$ cat src/bmc_cc_line_phy_cfg.svh
// timing constants and reset values for the biphase-mark line coder
`ifndef BMC_CC_LINE_PHY_CFG_SVH
`define BMC_CC_LINE_PHY_CFG_SVH
`define BMC_CLK_HZ 50000000
`define BMC_BIT_RATE_HZ 300000
// half bit period in cycles, rounded down
`define BMC_HALF_CYC ((`BMC_CLK_HZ / `BMC_BIT_RATE_HZ) / 2)
`define BMC_FULL_CYC (2 * `BMC_HALF_CYC)
// decode threshold at three quarters of a bit
`define BMC_THRESH_CYC ((3 * `BMC_FULL_CYC) / 4)
// gap after which the receiver declares the line idle
`define BMC_IDLE_CYC (2 * `BMC_FULL_CYC)
`define BMC_LINE_IDLE 1'b1
`endif

$ cat src/bmc_cc_line_phy_pkg.sv
// types for the biphase-mark line coder
package bmc_cc_line_phy_pkg;
    typedef enum logic [3:0] {
        TX_IDLE = 4'b0001,
        TX_LEAD = 4'b0010,
        TX_BITS = 4'b0100,
        TX_CLOSE = 4'b1000
    } tx_state_t;
endpackage

$ cat src/bmc_cc_line_phy.sv
// biphase-mark transmitter and receiver for the configuration channel
// Notes on behaviour
// - every bit period starts with a level change on the line.
// - a one adds a change at half period, a zero does not.
// - high and low time over a packet differ by at most half a bit.
// - a message starts by driving low before the first coded edge.
// - after the last bit one more closing edge is sent.
// - the driver is enabled only while sending, else released.
// - only one party drives the shared wire; the transmitter enables its driver without checking for the partner.
// - only one of the two channel pins carries messages at a time.
// - the active pin follows the detected cable orientation.
`timescale 1ns/100ps
`include "bmc_cc_line_phy_cfg.svh"
module bmc_cc_line_phy #(
    parameter int HALF_CYC = `BMC_HALF_CYC,
    parameter int THRESH_CYC = `BMC_THRESH_CYC,
    parameter int IDLE_CYC = `BMC_IDLE_CYC
) (
    input wire logic clk_sys,
    input wire logic nrst,
    input wire logic cfgChannelPinSel,
    input wire logic txValid,
    output logic txReady,
    input wire logic txData,
    input wire logic txLast,
    output logic txBusy,
    input wire logic cfgChannelPinAIn,
    output logic cfgChannelPinAOut,
    output logic cfgChannelPinAOeN,
    input wire logic cfgChannelPinBIn,
    output logic cfgChannelPinBOut,
    output logic cfgChannelPinBOeN,
    output logic rxValid,
    output logic rxData,
    output logic rxActive
);
    localparam logic [15:0] HALF_M1 = 16'(HALF_CYC - 1);
    localparam logic [15:0] THRESH = 16'(THRESH_CYC);
    localparam logic [15:0] IDLE = 16'(IDLE_CYC);

    ////////////////////////////////////////////////////////////////////
    // input buffer: bit and last flag
    logic bufValid, bufReady;
    logic [1:0] bufData;

    bmc_skid_buffer #(.WIDTH(2)) u_buf (
        .clk_sys(clk_sys),
        .nrst(nrst),
        .inValid(txValid),
        .inReady(txReady),
        .inData({txLast, txData}),
        .outValid(bufValid),
        .outReady(bufReady),
        .outData(bufData)
    );

    ////////////////////////////////////////////////////////////////////
    // transmitter
    bmc_cc_line_phy_pkg::tx_state_t txState_reg, txState_next;
    logic [15:0] txCnt_reg, txCnt_next;
    logic txLevel_reg, txLevel_next;
    logic txHalf_reg, txHalf_next;
    logic curBit_reg, curBit_next;
    logic curLast_reg, curLast_next;
    logic drive_reg, drive_next;
    logic pinSel_reg, pinSel_next;
    logic pinAOeN_reg, pinAOeN_next;
    logic pinBOeN_reg, pinBOeN_next;
    logic halfDone;

    assign halfDone = (txCnt_reg == HALF_M1);

    always_comb begin
        txState_next = txState_reg;
        txCnt_next = halfDone ? 16'h0000 : txCnt_reg + 16'h0001;
        txLevel_next = txLevel_reg;
        txHalf_next = txHalf_reg;
        curBit_next = curBit_reg;
        curLast_next = curLast_reg;
        drive_next = drive_reg;
        pinSel_next = pinSel_reg;
        bufReady = 1'b0;
        case (txState_reg)
            bmc_cc_line_phy_pkg::TX_IDLE: begin
                txCnt_next = 16'h0000;
                drive_next = 1'b0;
                pinSel_next = cfgChannelPinSel;
                if (bufValid) begin
                    txState_next = bmc_cc_line_phy_pkg::TX_LEAD;
                    txLevel_next = 1'b0;
                    drive_next = 1'b1;
                end
            end
            bmc_cc_line_phy_pkg::TX_LEAD: begin
                if (halfDone) begin
                    bufReady = 1'b1;
                    curBit_next = bufData[0];
                    curLast_next = bufData[1];
                    txLevel_next = ~txLevel_reg;
                    txHalf_next = 1'b0;
                    txState_next = bmc_cc_line_phy_pkg::TX_BITS;
                end
            end
            bmc_cc_line_phy_pkg::TX_BITS: begin
                if (halfDone && !txHalf_reg) begin
                    txHalf_next = 1'b1;
                    if (curBit_reg) begin
                        txLevel_next = ~txLevel_reg;
                    end
                end else if (halfDone) begin
                    txHalf_next = 1'b0;
                    txLevel_next = ~txLevel_reg;
                    if (curLast_reg) begin
                        txState_next = bmc_cc_line_phy_pkg::TX_CLOSE;
                    end else if (bufValid) begin
                        bufReady = 1'b1;
                        curBit_next = bufData[0];
                        curLast_next = bufData[1];
                    end else begin
                        // underrun: close the packet rather than stall
                        txState_next = bmc_cc_line_phy_pkg::TX_CLOSE;
                    end
                end
            end
            bmc_cc_line_phy_pkg::TX_CLOSE: begin
                // hold closing level half a bit, then release
                if (halfDone) begin
                    drive_next = 1'b0;
                    txState_next = bmc_cc_line_phy_pkg::TX_IDLE;
                end
            end
            default: begin
                txState_next = bmc_cc_line_phy_pkg::TX_IDLE;
                drive_next = 1'b0;
            end
        endcase
        pinAOeN_next = ~(drive_next && !pinSel_next);
        pinBOeN_next = ~(drive_next && pinSel_next);
    end

    always_ff @(posedge clk_sys or negedge nrst) begin
        if (!nrst) begin
            txState_reg <= bmc_cc_line_phy_pkg::TX_IDLE;
            txCnt_reg <= 16'h0000;
            txLevel_reg <= `BMC_LINE_IDLE;
            txHalf_reg <= 1'b0;
            curBit_reg <= 1'b0;
            curLast_reg <= 1'b0;
            drive_reg <= 1'b0;
            pinSel_reg <= 1'b0;
            pinAOeN_reg <= 1'b1;
            pinBOeN_reg <= 1'b1;
        end else begin
            txState_reg <= txState_next;
            txCnt_reg <= txCnt_next;
            txLevel_reg <= txLevel_next;
            txHalf_reg <= txHalf_next;
            curBit_reg <= curBit_next;
            curLast_reg <= curLast_next;
            drive_reg <= drive_next;
            pinSel_reg <= pinSel_next;
            pinAOeN_reg <= pinAOeN_next;
            pinBOeN_reg <= pinBOeN_next;
        end
    end

    // one pin at a time, chosen by orientation
    assign cfgChannelPinAOut = txLevel_reg;
    assign cfgChannelPinBOut = txLevel_reg;
    assign cfgChannelPinAOeN = pinAOeN_reg;
    assign cfgChannelPinBOeN = pinBOeN_reg;
    assign txBusy = drive_reg;

    ////////////////////////////////////////////////////////////////////
    // receiver
    logic rxLine, rxEdge;
    logic rxPrev_reg, rxPrev_next;
    logic [15:0] rxCnt_reg, rxCnt_next;
    logic rxHalfSeen_reg, rxHalfSeen_next;
    logic rxValid_reg, rxValid_next;
    logic rxData_reg, rxData_next;
    logic rxActive_reg, rxActive_next;

    assign rxLine = pinSel_reg ? cfgChannelPinBIn : cfgChannelPinAIn;
    assign rxEdge = (rxLine != rxPrev_reg) && !drive_reg;

    always_comb begin
        rxPrev_next = drive_reg ? `BMC_LINE_IDLE : rxLine; // own release
        rxValid_next = 1'b0;
        rxData_next = rxData_reg;
        rxHalfSeen_next = rxHalfSeen_reg;
        rxActive_next = rxActive_reg;
        rxCnt_next = (&rxCnt_reg) ? rxCnt_reg : rxCnt_reg + 16'h0001;
        if (rxEdge) begin
            rxCnt_next = 16'h0000;
            if (!rxActive_reg) begin
                // first edge only opens the frame, tolerant of loss
                rxActive_next = 1'b1;
                rxHalfSeen_next = 1'b0;
            end else if (rxCnt_reg >= THRESH) begin
                rxValid_next = 1'b1;
                rxData_next = 1'b0;
                rxHalfSeen_next = 1'b0;
            end else if (rxHalfSeen_reg) begin
                rxValid_next = 1'b1;
                rxData_next = 1'b1;
                rxHalfSeen_next = 1'b0;
            end else begin
                rxHalfSeen_next = 1'b1;
            end
        end else if (rxActive_reg && rxCnt_reg >= IDLE) begin
            rxActive_next = 1'b0;
            rxHalfSeen_next = 1'b0;
        end
    end

    always_ff @(posedge clk_sys or negedge nrst) begin
        if (!nrst) begin
            rxPrev_reg <= `BMC_LINE_IDLE;
            rxCnt_reg <= 16'h0000;
            rxHalfSeen_reg <= 1'b0;
            rxValid_reg <= 1'b0;
            rxData_reg <= 1'b0;
            rxActive_reg <= 1'b0;
        end else begin
            rxPrev_reg <= rxPrev_next;
            rxCnt_reg <= rxCnt_next;
            rxHalfSeen_reg <= rxHalfSeen_next;
            rxValid_reg <= rxValid_next;
            rxData_reg <= rxData_next;
            rxActive_reg <= rxActive_next;
        end
    end

    assign rxValid = rxValid_reg;
    assign rxData = rxData_reg;
    assign rxActive = rxActive_reg;
endmodule // bmc_cc_line_phy

$ cat src/bmc_skid_buffer.sv
// two-entry valid/ready buffer
`timescale 1ns/100ps
module bmc_skid_buffer #(
    parameter int WIDTH = 2
) (
    input wire logic clk_sys,
    input wire logic nrst,
    input wire logic inValid,
    output logic inReady,
    input wire logic [WIDTH-1:0] inData,
    output logic outValid,
    input wire logic outReady,
    output logic [WIDTH-1:0] outData
);
    logic [WIDTH-1:0] mem_reg [2];
    logic [WIDTH-1:0] mem_next [2];
    logic [1:0] count_reg;
    logic [1:0] count_next;
    logic rdPtr_reg;
    logic rdPtr_next;
    logic wrPtr_reg;
    logic wrPtr_next;
    logic inReady_reg;
    logic inReady_next;
    logic push;
    logic pop;

    assign inReady = inReady_reg;
    assign outValid = (count_reg != 2'd0);
    assign outData = mem_reg[rdPtr_reg];
    assign push = inValid && inReady;
    assign pop = outValid && outReady;

    always_comb begin
        mem_next = mem_reg;
        wrPtr_next = wrPtr_reg;
        rdPtr_next = rdPtr_reg;
        count_next = count_reg;
        if (push) begin
            mem_next[wrPtr_reg] = inData;
            wrPtr_next = ~wrPtr_reg;
        end
        if (pop) begin
            rdPtr_next = ~rdPtr_reg;
        end
        if (push && !pop) begin
            count_next = count_reg + 2'd1;
        end else if (pop && !push) begin
            count_next = count_reg - 2'd1;
        end
        inReady_next = (count_next != 2'h2);
    end

    always_ff @(posedge clk_sys or negedge nrst) begin
        if (!nrst) begin
            mem_reg[0] <= '0;
            mem_reg[1] <= '0;
            count_reg <= 2'd0;
            rdPtr_reg <= 1'b0;
            wrPtr_reg <= 1'b0;
            inReady_reg <= 1'b1;
        end else begin
            mem_reg <= mem_next;
            count_reg <= count_next;
            rdPtr_reg <= rdPtr_next;
            wrPtr_reg <= wrPtr_next;
            inReady_reg <= inReady_next;
        end
    end
endmodule // bmc_skid_buffer

$ cat config.mk
export PLATFORM = sky130hd
export DESIGN_NAME = bmc_cc_line_phy
export DESIGN_NICKNAME = d
export VERILOG_FILES = /design/src/bmc_cc_line_phy_pkg.sv /design/src/bmc_cc_line_phy.sv /design/src/bmc_skid_buffer.sv
export VERILOG_INCLUDE_DIRS = /design/src
export SDC_FILE = /design/constraint.sdc
export NUM_CORES = 1
export LEC_CHECK = 0
export BUFFER_PORTS_ARGS = -buffer_cell sky130_fd_sc_hd__buf_2
export CAP_MARGIN = 20
export CORE_AREA = 2 2 95 74
export DETAILED_ROUTE_END_ITERATION = 10
export DIE_AREA = 0 0 97 76
export PLACE_DENSITY = 0.66
export REMOVE_ABC_BUFFERS = 1
export SLEW_MARGIN = 20
export SYNTH_ARGS = -nofsm -noshare
export SYNTH_HDL_FRONTEND = slang
export SYNTH_SLANG_ARGS = --single-unit
$ cat constraint.sdc
create_clock -name clk_sys -period 3.9 [get_ports clk_sys]
set_clock_uncertainty 0.05 [all_clocks]
set_input_delay 0.39 -clock clk_sys [delete_from_list [all_inputs] [get_ports clk_sys]]
set_output_delay 0.39 -clock clk_sys [all_outputs]
set_load 0.01 [all_outputs]
==> flow_metrics.tcl <==
set metrics [dict create \
    outcome "completed" \
    grt_start_max_net_pins 39 \
    area_delta_synth_final_pct 10.2 \
    start_kind "flop" \
    yosysTopAreaCell "dfrtp_1" \
    first_pass_iters 4 \
    clockBufferDepth 2 \
    path_cells "inv_1 > ha_1 > and4bb_1 > nand4_2 > inv_2 > ha_1 > nor3b_1 > o21a_1 > nand4_1 > nand2_1 > a2bb2oi_1" \
    synth.top_cells.by_count "52 x dfrtp_1, 46 x nor2_1, 22 x nand2_1" \
    period_needed_ns 2.60 \
    drt_iter0_drc 145 \
    fp.dieH_um 76 \
    grt_antenna_before_repair 0 \
    endpoint_kind "flop" \
    grt_usage_pct 18.6 \
    max_cap_violations 0 \
    use_met2_pct 27.3 \
    top_usage_layer "met2" \
    yosys_register_bits 58 \
    synthCells 316 \
    clock_latency_ns 0.34 \
    ys_types 57 \
    gr-total-overflow 0 \
    dieArea_sq_mm 0.00737 \
    arrival_ns 2.79 \
    setup_viol 0 \
    antenna_cells 0 \
    drc 0 \
    path_buf_inv 2 \
    tritoncts "yes" \
    grt_pass1_wl_um 11000 \
    clockRootBuffer "clkbuf_8" \
    yosys_warnings 0 \
    cts_buffers 9 \
    num_vias 2305 \
    rsz0062_at_grt "no" \
    grt_util_met3_pct 6.24 \
    initial_core_util_pct 48.2 \
    layout_setup_ws_ns 1.30 \
    tightest_slew_ns 0.837 \
    htreeDepth 3 \
    hp-class "in -> async" \
    fp.coreArea_sq_mm 0.00654 \
    power_density_mw_per_mm2 476 \
    met1_usage_pct 25.3 \
    clk_pin_slew_worst_paths_ns 0.07 \
    syn_area_sq_mm 0.00315 \
    crit_type "reg -> reg" \
    slowest_delay_ns 0.42 \
    vias_per_cell 5.48 \
    die_x_um 97 \
    dp_worst_setup_slack_ns 1.39 \
    nNetsFinal 347 \
    timing.fmax_mhz 385 \
    synth.area.top_cells "dfrtp_1 41%, nor2_1 5.5%, dfstp_2 5.0%" \
    cts_setup_buffers 0 \
    yosysTopAreaCellShare_pct 41.3 \
    fin_crit_sh_pct 66.6 \
    ys.flop_type "dfrtp_1" \
    io_pins 17 \
    io_buffers 16 \
    critPathTopFamily "simple AND/OR/NAND/NOR gates" \
    synthArstFlopShare_pct 100 \
    core.rowCount 26 \
    synth_most_common_cell "dfrtp_1" \
    final_max_slew_viol_count 0 \
    synth.avg_cell_area_sq_um 9.97 \
    cts_resized 0 \
    ant_nets 0 \
    holdBufCountCts 0 \
    cts.sinks 58 \
    setup_tns_ns 0 \
    grt_pass1_vias 2312 \
    ir_drop_mv 0.324 \
    relSlewSlack_pct 44.2 \
    dp.final_hpwl_um 4200 \
    crit_path_max_fanout 8 \
    wl_um 6050 \
    slowest_stage "dfrtp_1" \
    synth_edf_count 0 \
    gp_congestion 0.813 \
    p_leak_nw 1.54 \
    drive_gt1_share_pct 18.4 \
    seq_area_frac_synth_pct 46.3 \
    wire_per_inst_um 14.4 \
    crit_top_cell "ha_1" \
    hold_violations 0 \
    nFillCells 598 \
    crit_required_ns 4.10 \
]
cell families (layout without fill, tap and decap cells):
| group | Yosys count | after routing | synth area share, % |
|---|---|---|---|
| mux | 13 | 13 | 4.33 |
| buf+inv | 25 | 46 | 3.61 |
| fa+ha+maj | 7 | 7 | 2.78 |
| simple gates | 139 | 139 | 24.1 |
| flops | 58 | 58 | 46.3 |
| compound gates | 46 | 46 | 11.2 |
| xor+xnor | 28 | 28 | 7.78 |
per-layer routing:
layer  share of wire (%)  vias to the layer above
met5                   0                        -
li1                    -                     1146
met1                  48                     1104
met2                  45                       44
met4                 1.9                        0
met3                 4.8                       11
layout make-up:
| type | instances | area (sq um) | area share [%] |
|---|---|---|---|
| clock inverter | 4 | 25.0 | 0.720 |
| multi-input combinational | 233 | 1580 | 45.5 |
| clock buffer | 12 | 165 | 4.76 |
| timing repair buffer | 18 | 95.1 | 2.74 |
| sequential | 58 | 1460 | 42.0 |
| tap | 84 | 105 | 3.03 |
| inverter | 12 | 45.0 | 1.30 |
through the flow:
step / util, % / cell area (sq um) / cells / hold slack (ns) / total power [mW]
final: 53.1 / 3470 / 421 / 0.0998 / 1.65
after global routing: 53.1 / 3470 / 421 / 0.174 / 1.76
after CTS: 53.1 / 3470 / 421 / 0.127 / 1.67
after detailed placement: 50.2 / 3280 / 405 / 0.364 / 1.14
after global placement: 50.2 / 3280 / 405 / 0.347 / 1.13
after floorplan: - / 3080 / 303 / 0.0444 / 1.05
layout by cell type, fill, tap and decap left out, types with 8 or more instances in the layout:
cell,instances
nor2_1,46
a21oi_1,11
xor2_1,12
mux2i_1,8
dfrtp_1,52
nand3_1,11
nand2_1,22
buf_2,16
nand4_1,8
xnor2_1,16
inv_1,11
clkbuf_8,12
nor3_1,10
path summary, 6_finish.rpt:
check / start / endpoint / slack (ns) / cells after the start
hold / removal: nrst / rxActive / 0.1 / 1
setup reg to reg: txCnt_reg[0] / u_buf.inReady / 1.30 / 11
setup / recovery: txCnt_reg[0] / u_buf.inReady / 1.30 / 11
min in group clk_sys: txData / u_buf.mem_reg[2] / 0.25 / 2
max in group asynchronous: nrst / u_buf.inReady / 2.86 / 2
hold reg to reg: u_buf.count_reg[0] / u_buf.inReady / 0.40 / 1
where the power goes:
group	switching (mW)	internal [mW]	total, mW	leakage [nW]
combinational	0.169	0.163	0.332	0.730
clock	0.242	0.280	0.522	0.0944
sequential	0.103	0.697	0.800	0.718
No activity file was read; power rests on OpenSTA's default activity.
